File: config.mk
export PLATFORM = sky130hd
export DESIGN_NAME = tps_regs
export DESIGN_NICKNAME = d
export VERILOG_FILES = /design/src/inc/tps_pkg.sv /design/src/core/tps_regs.sv /design/src/core/tps_tick.sv /design/src/core/tps_wrap_cnt.sv
export SDC_FILE = /design/constraint.sdc
export NUM_CORES = 1
export LEC_CHECK = 0
export ABC_AREA = 1
export BUFFER_PORTS_ARGS = -buffer_cell sky130_fd_sc_hd__buf_2
export CAP_MARGIN = 10
export CELL_PAD_IN_SITES_DETAIL_PLACEMENT = 2
export CELL_PAD_IN_SITES_GLOBAL_PLACEMENT = 2
export CORE_MARGIN = 2
export CORE_UTILIZATION = 31
export DETAILED_ROUTE_END_ITERATION = 16
export PLACE_DENSITY = 0.74
export SLEW_MARGIN = 5
export SYNTH_ARGS = -nofsm -noshare
export SYNTH_HDL_FRONTEND = slang
export SYNTH_SLANG_ARGS = --single-unit
File: constraint.sdc
create_clock -name clk_sys_i -period 2 [get_ports clk_sys_i]
set_input_delay 0.1 -clock clk_sys_i [delete_from_list [all_inputs] [get_ports clk_sys_i]]
set_output_delay 0.1 -clock clk_sys_i [all_outputs]
set_load 0.1 [all_outputs]
File: src/inc/tps_pkg.sv
// Constants and types for the thermal and power service register bank
package tps_pkg;

  // ==========================================================
  // Clock and timing
  localparam int unsigned CLK_HZ = 50_000_000;
  localparam int unsigned MS_PER_S = 1000;
  localparam int unsigned MS_TICK_CYC = CLK_HZ / MS_PER_S;
  localparam int unsigned TIME_UNIT_DIV = 1024;
  localparam int unsigned TU_TICK_CYC = CLK_HZ / TIME_UNIT_DIV;

  // ==========================================================
  // Service codes of the request port
  typedef enum logic [3:0] {
    TPS_SVC_THERM_STATUS = 4'h0,
    TPS_SVC_AVG_CONST    = 4'h1,
    TPS_SVC_TC_TIME      = 4'h2,
    TPS_SVC_CUR_LIMIT    = 4'h3,
    TPS_SVC_ENERGY       = 4'h4,
    TPS_SVC_CORE_LIMIT   = 4'h5,
    TPS_SVC_PKG_LIM_LO   = 4'h6,
    TPS_SVC_PKG_LIM_HI   = 4'h7,
    TPS_SVC_PERF_TIME    = 4'h8,
    TPS_SVC_UNITS        = 4'h9
  } tps_svc_t;

  // ==========================================================
  // Thermal status word
  localparam int unsigned TS_TCC_STAT = 0;
  localparam int unsigned TS_TCC_LOG = 1;
  localparam int unsigned TS_PIN_STAT = 2;
  localparam int unsigned TS_PIN_LOG = 3;
  localparam int unsigned TS_CRIT_STAT = 4;
  localparam int unsigned TS_CRIT_LOG = 5;
  localparam logic [31:0] TS_LOG_BITS = 32'h0000_002a;
  localparam logic [31:0] TS_MASK_TCC_ONLY = 32'hffff_fffd;

  // ==========================================================
  // Averaging constant
  localparam logic [3:0] AVG_RESET = 4'h4;
  localparam logic [3:0] AVG_MAX = 4'h8;

  // ==========================================================
  // Current limit readback
  localparam int unsigned CUR_W = 13;
  localparam logic [12:0] CUR_RESET = 13'h0438;

  // ==========================================================
  // Power limit word fields (same layout in both halves)
  localparam int unsigned PL_LIM_LSB = 0;
  localparam int unsigned PL_LIM_W = 15;
  localparam int unsigned PL_EN_BIT = 15;
  localparam int unsigned PL_CLAMP_BIT = 16;
  localparam int unsigned PL_WIN_LSB = 17;
  localparam int unsigned PL_WIN_W = 7;
  localparam logic [31:0] PL_RESET = 32'h0000_0000;

  // ==========================================================
  // Unit word
  localparam logic [3:0] UNIT_POWER = 4'h3;
  localparam logic [4:0] UNIT_ENERGY = 5'h10;
  localparam logic [3:0] UNIT_TIME = 4'ha;
  localparam int unsigned UNIT_POWER_LSB = 0;
  localparam int unsigned UNIT_ENERGY_LSB = 8;
  localparam int unsigned UNIT_TIME_LSB = 16;

  // ==========================================================
  // Counter bank indices
  localparam int unsigned CNT_N = 4;
  localparam int unsigned CNT_TC = 0;
  localparam int unsigned CNT_PERF = 1;
  localparam int unsigned CNT_E_PKG = 2;
  localparam int unsigned CNT_E_CORE = 3;
  localparam logic [15:0] ENERGY_SEL_PKG = 16'h0000;
  localparam logic [15:0] ENERGY_SEL_CORE = 16'h0001;

endpackage : tps_pkg
File: src/core/tps_regs.sv
// Thermal and power management service register bank
// ==========================================================
// Functional notes
// - Log bit sets on rising edge of its thermal status bit.
// - Log bits clear only by masked status read or reset.
// - Mask zero clears matching log; mask one leaves it.
// - Zero mask bit at non-log position gives failing completion.
// - Bit 1 is the activation log; mask fffffffd clears only it.
// - Averaging constant: 2^N window, max 8, reset 4, zero off.
// - 32-bit 1 ms wrapping counter of thermally constrained time, ramp included.
// - Constrained time ignores activation caused by external throttle pin.
// - Current limit in low 13 bits, 1/8 A, reset 0x438.
// - 32-bit wrapping energy counters; parameter picks package or core.
// - Core limit off after reset; active once enable set.
// - Cores dropped below requested state only when clamp set.
// - Control time window sits in bits 23:17.
// - 64-bit package limit written as two 32-bit halves.
// - Limit 1 defaults to design power level; limit 2 none.
// - Without limit 1 enabled, package may turbo to design power level.
// - 32-bit wrapping counter of time below requested state, unit ticks.
// - Unit word resets to power 3, energy 16, time 10.
`timescale 1ns/1ps
`default_nettype none
module tps_regs #(
  parameter int unsigned MS_CYC = tps_pkg::MS_TICK_CYC,
  parameter int unsigned TU_CYC = tps_pkg::TU_TICK_CYC
) (
  input wire logic clk_sys_i,
  input wire logic resetn_i,
  // Request port from the sideband link
  input wire logic req_valid_i,
  input wire logic req_write_i,
  input wire tps_pkg::tps_svc_t req_svc_i,
  input wire logic [15:0] req_param_i,
  input wire logic [31:0] req_wdata_i,
  output logic rsp_valid_o,
  output logic rsp_ok_o,
  output logic [31:0] rsp_data_o,
  // Thermal condition inputs
  input wire logic tcc_active_i,
  input wire logic tcc_ext_pin_i,
  input wire logic tcc_ramp_i,
  input wire logic throttle_pin_i,
  input wire logic crit_temp_i,
  // Power accounting inputs
  input wire logic below_os_req_i,
  input wire logic [15:0] energy_pkg_inc_i,
  input wire logic [15:0] energy_core_inc_i,
  input wire logic [14:0] design_power_level_i,
  // Control outputs
  output logic [3:0] avg_const_o,
  output logic [31:0] core_limit_o,
  output logic core_drop_allowed_o,
  output logic [63:0] pkg_limit_o,
  output logic [14:0] pkg_pl1_eff_o,
  output logic pkg_drop_allowed_o
);
  import tps_pkg::*;

  // ==========================================================
  // Helpers
  function automatic logic mask_illegal(input logic [31:0] m);
    return |(~m & ~TS_LOG_BITS);
  endfunction : mask_illegal

  // ==========================================================
  // Ticks and counters
  logic ms_tick;
  logic tu_tick;
  logic [CNT_N-1:0] cnt_en;
  logic [15:0] cnt_inc [CNT_N];
  logic [31:0] cnt_val [CNT_N];

  tps_tick #(.DIV(MS_CYC)) u_ms_tick (
    .clk_sys_i(clk_sys_i),
    .resetn_i(resetn_i),
    .tick_o(ms_tick)
  );

  tps_tick #(.DIV(TU_CYC)) u_tu_tick (
    .clk_sys_i(clk_sys_i),
    .resetn_i(resetn_i),
    .tick_o(tu_tick)
  );

  // Ramp-back time counts, externally forced activation does not
  assign cnt_en[CNT_TC] = ms_tick & ((tcc_active_i & ~tcc_ext_pin_i) | tcc_ramp_i);
  assign cnt_inc[CNT_TC] = 16'h0001;
  assign cnt_en[CNT_PERF] = tu_tick & below_os_req_i;
  assign cnt_inc[CNT_PERF] = 16'h0001;
  assign cnt_en[CNT_E_PKG] = 1'b1;
  assign cnt_inc[CNT_E_PKG] = energy_pkg_inc_i;
  assign cnt_en[CNT_E_CORE] = 1'b1;
  assign cnt_inc[CNT_E_CORE] = energy_core_inc_i;

  genvar gi;
  generate
    for (gi = 0; gi < CNT_N; gi++) begin : g_cnt
      tps_wrap_cnt u_cnt (
        .clk_sys_i(clk_sys_i),
        .resetn_i(resetn_i),
        .en_i(cnt_en[gi]),
        .inc_i(cnt_inc[gi]),
        .cnt_o(cnt_val[gi])
      );
    end
  endgenerate

  // ==========================================================
  // Request decode
  logic rd_req;
  logic wr_req;
  logic ts_rd;
  logic ts_ok;
  assign rd_req = req_valid_i & ~req_write_i;
  assign wr_req = req_valid_i & req_write_i;
  assign ts_rd = rd_req && (req_svc_i == TPS_SVC_THERM_STATUS);
  assign ts_ok = ts_rd && !mask_illegal(req_wdata_i);

  // ==========================================================
  // Thermal status and sticky logs
  logic [2:0] stat_q;
  logic [2:0] log_q;
  logic [2:0] log_d;
  logic [2:0] rise;
  logic [2:0] clr;
  logic [31:0] ts_word;

  assign rise = {crit_temp_i, throttle_pin_i, tcc_active_i} & ~stat_q;
  // Inverted mask at log positions; only honoured on a legal mask
  assign clr = ts_ok ? ~{req_wdata_i[TS_CRIT_LOG], req_wdata_i[TS_PIN_LOG],
                         req_wdata_i[TS_TCC_LOG]} : 3'b000;
  assign log_d = (log_q & ~clr) | rise;

  always_ff @(posedge clk_sys_i or negedge resetn_i) begin
    if (!resetn_i) begin
      stat_q <= 3'b000;
      log_q <= 3'b000;
    end else begin
      stat_q <= {crit_temp_i, throttle_pin_i, tcc_active_i};
      log_q <= log_d;
    end
  end

  always_comb begin
    ts_word = 32'h0;
    ts_word[TS_TCC_STAT] = stat_q[0];
    ts_word[TS_TCC_LOG] = log_q[0];
    ts_word[TS_PIN_STAT] = stat_q[1];
    ts_word[TS_PIN_LOG] = log_q[1];
    ts_word[TS_CRIT_STAT] = stat_q[2];
    ts_word[TS_CRIT_LOG] = log_q[2];
  end

  // ==========================================================
  // Writable settings
  logic [3:0] avg_q;
  logic [31:0] core_q;
  logic [31:0] pkg_lo_q;
  logic [31:0] pkg_hi_q;
  logic pl1_init_q;
  logic avg_wr_ok;

  assign avg_wr_ok = wr_req && (req_svc_i == TPS_SVC_AVG_CONST) &&
                     (req_wdata_i[31:4] == 28'h0) && (req_wdata_i[3:0] <= AVG_MAX);

  always_ff @(posedge clk_sys_i or negedge resetn_i) begin
    if (!resetn_i) begin
      avg_q <= AVG_RESET;
    end else if (avg_wr_ok) begin
      avg_q <= req_wdata_i[3:0];
    end
  end

  // Whole word replaced: the host supplies every field each time
  always_ff @(posedge clk_sys_i or negedge resetn_i) begin
    if (!resetn_i) begin
      core_q <= PL_RESET;
    end else if (wr_req && (req_svc_i == TPS_SVC_CORE_LIMIT)) begin
      core_q <= req_wdata_i;
    end
  end

  always_ff @(posedge clk_sys_i or negedge resetn_i) begin
    if (!resetn_i) begin
      pkg_lo_q <= PL_RESET;
      pkg_hi_q <= PL_RESET;
      pl1_init_q <= 1'b0;
    end else if (wr_req && (req_svc_i == TPS_SVC_PKG_LIM_LO)) begin
      pkg_lo_q <= req_wdata_i;
      pl1_init_q <= 1'b1;
    end else if (wr_req && (req_svc_i == TPS_SVC_PKG_LIM_HI)) begin
      pkg_hi_q <= req_wdata_i;
    end
  end

  // ==========================================================
  // Limit outputs
  logic [31:0] pkg_lo_rd;
  always_comb begin
    pkg_lo_rd = pkg_lo_q;
    if (!pl1_init_q) begin
      pkg_lo_rd[PL_LIM_LSB +: PL_LIM_W] = design_power_level_i;
    end
  end

  always_ff @(posedge clk_sys_i or negedge resetn_i) begin
    if (!resetn_i) begin
      avg_const_o <= AVG_RESET;
      core_limit_o <= PL_RESET;
      core_drop_allowed_o <= 1'b0;
      pkg_limit_o <= 64'h0;
      pkg_pl1_eff_o <= 15'h0;
      pkg_drop_allowed_o <= 1'b0;
    end else begin
      avg_const_o <= avg_q;
      core_limit_o <= core_q;
      core_drop_allowed_o <= core_q[PL_EN_BIT] & core_q[PL_CLAMP_BIT];
      pkg_limit_o <= {pkg_hi_q, pkg_lo_rd};
      // Disabled or uninitialised limit 1 still turbos to design power
      if (pl1_init_q && pkg_lo_q[PL_EN_BIT]) begin
        pkg_pl1_eff_o <= pkg_lo_q[PL_LIM_LSB +: PL_LIM_W];
      end else begin
        pkg_pl1_eff_o <= design_power_level_i;
      end
      pkg_drop_allowed_o <= (pkg_lo_q[PL_EN_BIT] & pkg_lo_q[PL_CLAMP_BIT]) |
                            (pkg_hi_q[PL_EN_BIT] & pkg_hi_q[PL_CLAMP_BIT]);
    end
  end

  // ==========================================================
  // Response, one cycle after the request
  logic [31:0] rd_data;
  logic rd_ok;
  always_comb begin
    rd_data = 32'h0;
    rd_ok = 1'b1;
    case (req_svc_i)
      TPS_SVC_THERM_STATUS: begin
        rd_data = ts_word;
        rd_ok = ~req_write_i & ts_ok;
      end
      TPS_SVC_AVG_CONST: begin
        rd_data = {28'h0, avg_q};
        rd_ok = ~req_write_i | avg_wr_ok;
      end
      TPS_SVC_TC_TIME: begin
        rd_data = cnt_val[CNT_TC];
        rd_ok = ~req_write_i;
      end
      TPS_SVC_CUR_LIMIT: begin
        rd_data = {19'h0, CUR_RESET};
        rd_ok = ~req_write_i;
      end
      TPS_SVC_ENERGY: begin
        if (req_param_i == ENERGY_SEL_PKG) begin
          rd_data = cnt_val[CNT_E_PKG];
        end else if (req_param_i == ENERGY_SEL_CORE) begin
          rd_data = cnt_val[CNT_E_CORE];
        end else begin
          rd_ok = 1'b0;
        end
        if (req_write_i) begin
          rd_ok = 1'b0;
        end
      end
      TPS_SVC_CORE_LIMIT: rd_data = core_q;
      TPS_SVC_PKG_LIM_LO: rd_data = pkg_lo_rd;
      TPS_SVC_PKG_LIM_HI: rd_data = pkg_hi_q;
      TPS_SVC_PERF_TIME: begin
        rd_data = cnt_val[CNT_PERF];
        rd_ok = ~req_write_i;
      end
      TPS_SVC_UNITS: begin
        rd_data = 32'h0;
        rd_data[UNIT_POWER_LSB +: 4] = UNIT_POWER;
        rd_data[UNIT_ENERGY_LSB +: 5] = UNIT_ENERGY;
        rd_data[UNIT_TIME_LSB +: 4] = UNIT_TIME;
        rd_ok = ~req_write_i;
      end
      default: rd_ok = 1'b0;
    endcase
  end

  always_ff @(posedge clk_sys_i or negedge resetn_i) begin
    if (!resetn_i) begin
      rsp_valid_o <= 1'b0;
      rsp_ok_o <= 1'b0;
      rsp_data_o <= 32'h0;
    end else begin
      rsp_valid_o <= req_valid_i;
      if (req_valid_i) begin
        rsp_ok_o <= rd_ok;
        rsp_data_o <= req_write_i ? 32'h0 : rd_data;
      end
    end
  end
endmodule : tps_regs
`default_nettype wire

File: src/core/tps_tick.sv
// Free-running divider giving a one-cycle enable pulse
`timescale 1ns/1ps
`default_nettype none
module tps_tick #(
  parameter int unsigned DIV = 50000
) (
  input wire logic clk_sys_i,
  input wire logic resetn_i,
  output logic tick_o
);
  logic [31:0] cnt_q;

  always_ff @(posedge clk_sys_i or negedge resetn_i) begin
    if (!resetn_i) begin
      cnt_q <= 32'h0;
      tick_o <= 1'b0;
    end else if (cnt_q == DIV - 1) begin
      cnt_q <= 32'h0;
      tick_o <= 1'b1;
    end else begin
      cnt_q <= cnt_q + 32'h1;
      tick_o <= 1'b0;
    end
  end
endmodule : tps_tick
`default_nettype wire

File: src/core/tps_wrap_cnt.sv
// 32-bit accumulating counter that wraps on overflow
`timescale 1ns/1ps
`default_nettype none
module tps_wrap_cnt (
  input wire logic clk_sys_i,
  input wire logic resetn_i,
  input wire logic en_i,
  input wire logic [15:0] inc_i,
  output logic [31:0] cnt_o
);
  // Plain modulo add: overflow simply wraps
  always_ff @(posedge clk_sys_i or negedge resetn_i) begin
    if (!resetn_i) begin
      cnt_o <= 32'h0;
    end else if (en_i) begin
      cnt_o <= cnt_o + {16'h0, inc_i};
    end
  end
endmodule : tps_wrap_cnt
`default_nettype wire

==> Yosys cells after proc, flatten, opt, wreduce, memory -nomap -nowiden <==
Cells that the tools add are included.
{ "word_totals": {"ff_bits": 452, "out_inout_bits": 151} }
{ "classes": {"n_bitwise": 22, "n_mux": 15, "eq_ne": 12, "n_lt_le_gt_ge": 1, "reduce_logical": 17, "addsub": 6} }
{ "op_table": {"columns": ["operator", "count"], "rows": [
  ["$pmux 32 s10", 1],
  ["$mux 32", 5],
  ["$add 32x1->32 const B", 4],
  ["$add 32x16->32", 2],
  ["$eq 32x16->1 const B", 2],
  ["$not 32->32", 1],
  ["$mux 15", 2],
  ["$reduce_or 29->1", 1],
  ["$logic_not 28->1", 1],
  ["$eq 16x1->1 const B", 1],
  ["$eq 4x3->1 const B", 4],
  ["$logic_not 16->1", 1],
  ["$and 1x1->1", 9],
  ["$logic_and 1x1->1", 9],
  ["$not 3->3", 3],
  ["$eq 4x2->1 const B", 2],
  ["$eq 4x4->1 const B", 2],
  ["$and 3x3->3", 2],
  ["$mux 1", 5],
  ["$pmux 1 s5", 1],
  ["$eq 4x1->1 const B", 1],
  ["$le 4x4->1 const B", 1],
  ["$logic_not 4->1", 1],
  ["$reduce_or 4->1", 1],
  ["7 further kinds", 11]
]} }

==> Logic depth before layout (Yosys ltp) <==
{ "depth": {"ltp_word": 8, "mapped_depth": 13, "depth_no_buf": 13} }

==> Cells and area by module <==
From an unflattened synthesis, not the netlist that was laid out.
{ "unflattened": {"hier_cells": 3696, "area_unflattened_um2": 26160.1} }
{ "by_module_without_submodules": {"columns": ["module", "cells_per_inst", "area_each_um2", "instances"], "rows": [
  ["tps_regs", 1288, 10953.0, 1],
  ["tps_wrap_cnt at g_cnt[1].u_cnt ...", 454, 2781.4, 3],
  ["tps_wrap_cnt at g_cnt[0].u_cnt", 454, 2813.9, 1],
  ["tps_tick at u_tu_tick", 305, 2065.7, 1],
  ["tps_tick at u_ms_tick", 287, 1983.2, 1]
]} }

==> Worst setup path after synthesis <==
OpenSTA, ideal clock, no wires.
{ "synth_path": {"path_type": "register -> register", "startpoint": "register g_cnt[2].u_cnt.cnt_o[0]", "endpoint": "register g_cnt[2].u_cnt.cnt_o[20]", "setup_time_ns": 0.123, "path_buffers": 0, "stages_incl_launch_ff": 11, "slack_ns": 0.120, "synth_period_minus_slack_ns": 1.880, "t_arrival_ns": 1.757, "required_time_ns": 1.877, "cell_sequence": "dfrtp_1 > ha_1 > inv_1 > fa_1 > o21ai_0 > nand2_1 > nand2_1 > nand2_1 > nand2_1 > nand2_1 > xor2_1"} }
{ "synth_between": {"elab_chain_len": 1} }
{ "synth_rtl": {"columns": ["element", "line_no", "rtl"], "rows": [
  ["start, declared", "tps_wrap_cnt.sv:9", "output logic [31:0] cnt_o"],
  ["start signal, assigned", "tps_wrap_cnt.sv:16", "cnt_o <= cnt_o + {16'h0, inc_i};"],
  ["$add 32x16->32", "tps_wrap_cnt.sv:16", null]
]} }
No other way between the ends.
A chain may end at the register's enable or synchronous reset.

==> Final worst setup path <==
{ "layout_path": {"startpoint": "register g_cnt[2].u_cnt.cnt_o[0]", "endpoint": "register g_cnt[2].u_cnt.cnt_o[18]"} }
The elaborated chain is that of the path after synthesis.

==> summary.txt <==
Floorplan
  • Die span in y: 274 µm
  • Core area: 72600 µm²
  • FP Rows: 99
  • Die width: 274 µm
  • Die Area: 75100 µm²
  • IO Count: 260
  • Initial cell density of the core: 31.1%

Final layout
  • Commonest cells after routing, fill and taps aside: nand2_1 (906), dfrtp_1 (448), inv_1 (340)
  • Layout Cells excl Fill: 4345
  • Cell area after layout: 29400 µm²
  • Fin util: 40.5%
  • Number of nets in the layout: 3485
  • Syn-to-layout area delta: 30.0%
  • Reg area: 11300 µm²
  • Commonest non-fill, non-tap cell in the layout: nand2_1
  • Layout cells sized above 1: 18.4%
  • Area of the multi-input gates: 10200 µm²
  • Layout fillers: 8223

Setup path
  • Worst Setup SP: g_cnt[2].u_cnt.cnt_o[0]
  • Critical path fanouts, max: 4
  • Worst EP arrival: 2520 ps
  • R2r startpoint: g_cnt[2].u_cnt.cnt_o[0]
  • Worst Path Required: 2530 ps
  • Startpoint types: flop
  • Path type of the worst setup path: flop to flop
  • CP Capture Type: flop

Clock tree
  • CTS tree: done
  • Number of H-tree levels: 2
  • Clk Latency, worst-skew pair: 650 ps
  • Number of CTS-inserted buffers: 55
  • Clock Tree Buf Depth: 3
  • Clk sinks: 452
  • Clock slew at reported path FFs: 60 ps
  • CTS root buf: clkbuf_16

Global route
  • Global-route usage over all layers: 26.3%
  • Vias in the first global route: 24.5k
  • Largest net degree at the start of global routing: 74
  • Antenna violations before repair: 4
  • GR Overflow Total: 0
  • First-pass GRT wire length: 151000 µm

STA
  • Clock skew: 66.4 ps
  • Slew Viols, Final: 0
  • RSZ-0062 raised after global routing: yes
  • Fmax: 0.502 GHz
  • Fin Hold WS: 65.3 ps
  • Least-Margin Pin Slew: 646 ps
  • Hold Violations, Final: 0
  • Final Critical Period: 1990 ps
  • Period utilization: 99.7%
  • Rel. slew slack: 56.5%
  • # setup viols final: 0

Logic synthesis
  • Yosys top cell by area: dfrtp_1
  • Post-Synthesis Cells: 2872
  • Mapped Area: 22600 µm²
  • Seq cells post-synth: 452
  • Syn Nets: 3019
  • Post-synth EDFFs: 0
  • Largest cells by area after synthesis: dfrtp_1 (50%), nand2_1 (16%), inv_1 (5.7%)
  • Top cell type's share of synthesized area: 49.8%
  • Syn. warnings: 0
  • Synth cell types: 41
  • FFs w/ async S/R, synth: 100%
  • Sequential share of the synthesized area: 50.0%
  • Top FF cell, synth: dfrtp_1
  • Post-synthesis area per instance: 7.87 µm²

Routing
  • Antenna-violating nets left: 0
  • DR WL/cell: 22.9 µm
  • Final WL: 99700 µm
  • DRT Pass-1 Iters: 5
  • DRC Markers: 0
  • Via density: 5.02
  • Vias: 21.8k
  • Initial drt markers: 1308

Placement
  • Hpwl dp: 74000 µm
  • Area after DPL: 25900 µm²
  • Port Buf Inserts: 259
  • Dpl cells: 4142
  • Routability cong.: 0.895

Flow run
  • Max-Cap Viols: 0

Min path
  • Hold Path Origin: req_write_i
  • Hold crit path type: input port to flop

Power
  • Leak Pwr: 15.1 nW
  • VDD IR max: 0.800 mV
  • Pwr dens: 1150 nW/µm²

Status
  • Status: complete, no violations
## through the flow
step | setup TNS, ps | setup slack [ps] | power [W]
global placement | -8.23 | -8.23 | 0.0206
global route | -641 | -85.6 | 0.0353
finish | 0 | 6.14 | 0.0337
detailed placement | -688 | -102 | 0.0210
floorplan | 0 | 120 | 0.0178
CTS | 0 | 8.54 | 0.0330
## metal layers
metal,vias up,share of wire (%),GRT usage [%]
met5,-,0.043,0
met4,6,3.6,9.53
met3,165,3.9,3.67
met2,436,48,43.9
met1,11100,44,34.7
li1,10100,-,-
## Yosys cell counts (3+ instances only)
library cell and number:
a21oi_1 47, and3_1 3, buf_2 28, clkbuf_1 30
dfrtp_1 450, ha_1 36, inv_1 342, inv_2 3
nand2_1 940, nand2_2 5, nand3_1 195, nand3b_1 4
nand4_1 76, nor2_1 226, nor2_2 12, nor3_1 97
nor3_2 5, nor3b_1 6, nor4_1 13, o211ai_1 6
o21ai_0 168, o21ai_1 5, o21bai_1 3, o22ai_1 3
or2_2 6, xnor2_1 17, xor2_1 123
## worst max-delay path, stage by stage (launching register included)
cell,delay [ps]
dfrtp_1,410
ha_4,160
inv_2,40
fa_2,360
o21ai_2,150
buf_6,130
nand2_1,70
nand2_2,130
nand2_2,60
nand2_2,80
nand2_1,80
nand2_1,80
nand2_1,60
nand2_1,50
## what timing repair did
action,in CTS,in global routing
buffers inserted,1,11
pin swaps,1,15
hold buffers,86,0
gates cloned,0,0
gates resized for setup,19,101
setup endpoints to repair,28,50
endpoints found under the hold margin,616,0
## cells by family after synthesis
logic type,share of synthesized area [%]
and+or+nand+nor,29.9
adders and majority gates,2.17
buffers and inverters,7.04
xor gates and xnor gates,5.42
muxes,0.0498
AOI/OAI and AO/OA,5.42
DFF,50.0
## registers in the layout (all words and copies together) (netlist names), 3 cells and up
name and flops:
log_q 3, rsp_data_o 32, u_ms_tick.cnt_q 32, pkg_limit_o 64, stat_q 3, pkg_pl1_eff_o 15, pkg_hi_q 32, core_limit_o 32
avg_const_o 4, core_q 32, pkg_lo_q 32, avg_q 4, g_cnt.u_cnt.cnt_o 128, u_tu_tick.cnt_q 32
## final cells by class
| cell class | count | area share [%] |
|---|---|---|
| diodes | 1 | 0.00851 |
| clock buffers | 75 | 5.45 |
| clock inverters | 29 | 1.68 |
| inverters | 347 | 4.44 |
| multi-input cells | 2011 | 34.7 |
| flip-flops and latches | 452 | 38.5 |
| well taps | 959 | 4.08 |
| repair buffers | 471 | 11.2 |
## power breakdown
group / internal [W] / switching, W
registers: 0.0105 / 0.00115
clock network: 0.00695 / 0.00449
logic: 0.00295 / 0.00775
## final timing paths
kind,endpoint,slack (ps),cells past startpoint
min,rsp_ok_o,70,6
max reg2reg,g_cnt[2].u_cnt.cnt_o[18],6,13
max,g_cnt[2].u_cnt.cnt_o[18],6,13
max in group asynchronous,g_cnt[3].u_cnt.cnt_o[13],1270,3
min in group asynchronous,pkg_limit_o[35],160,3
min reg2reg,pkg_limit_o[63],380,0
Power figures use the tool's default switching activity.
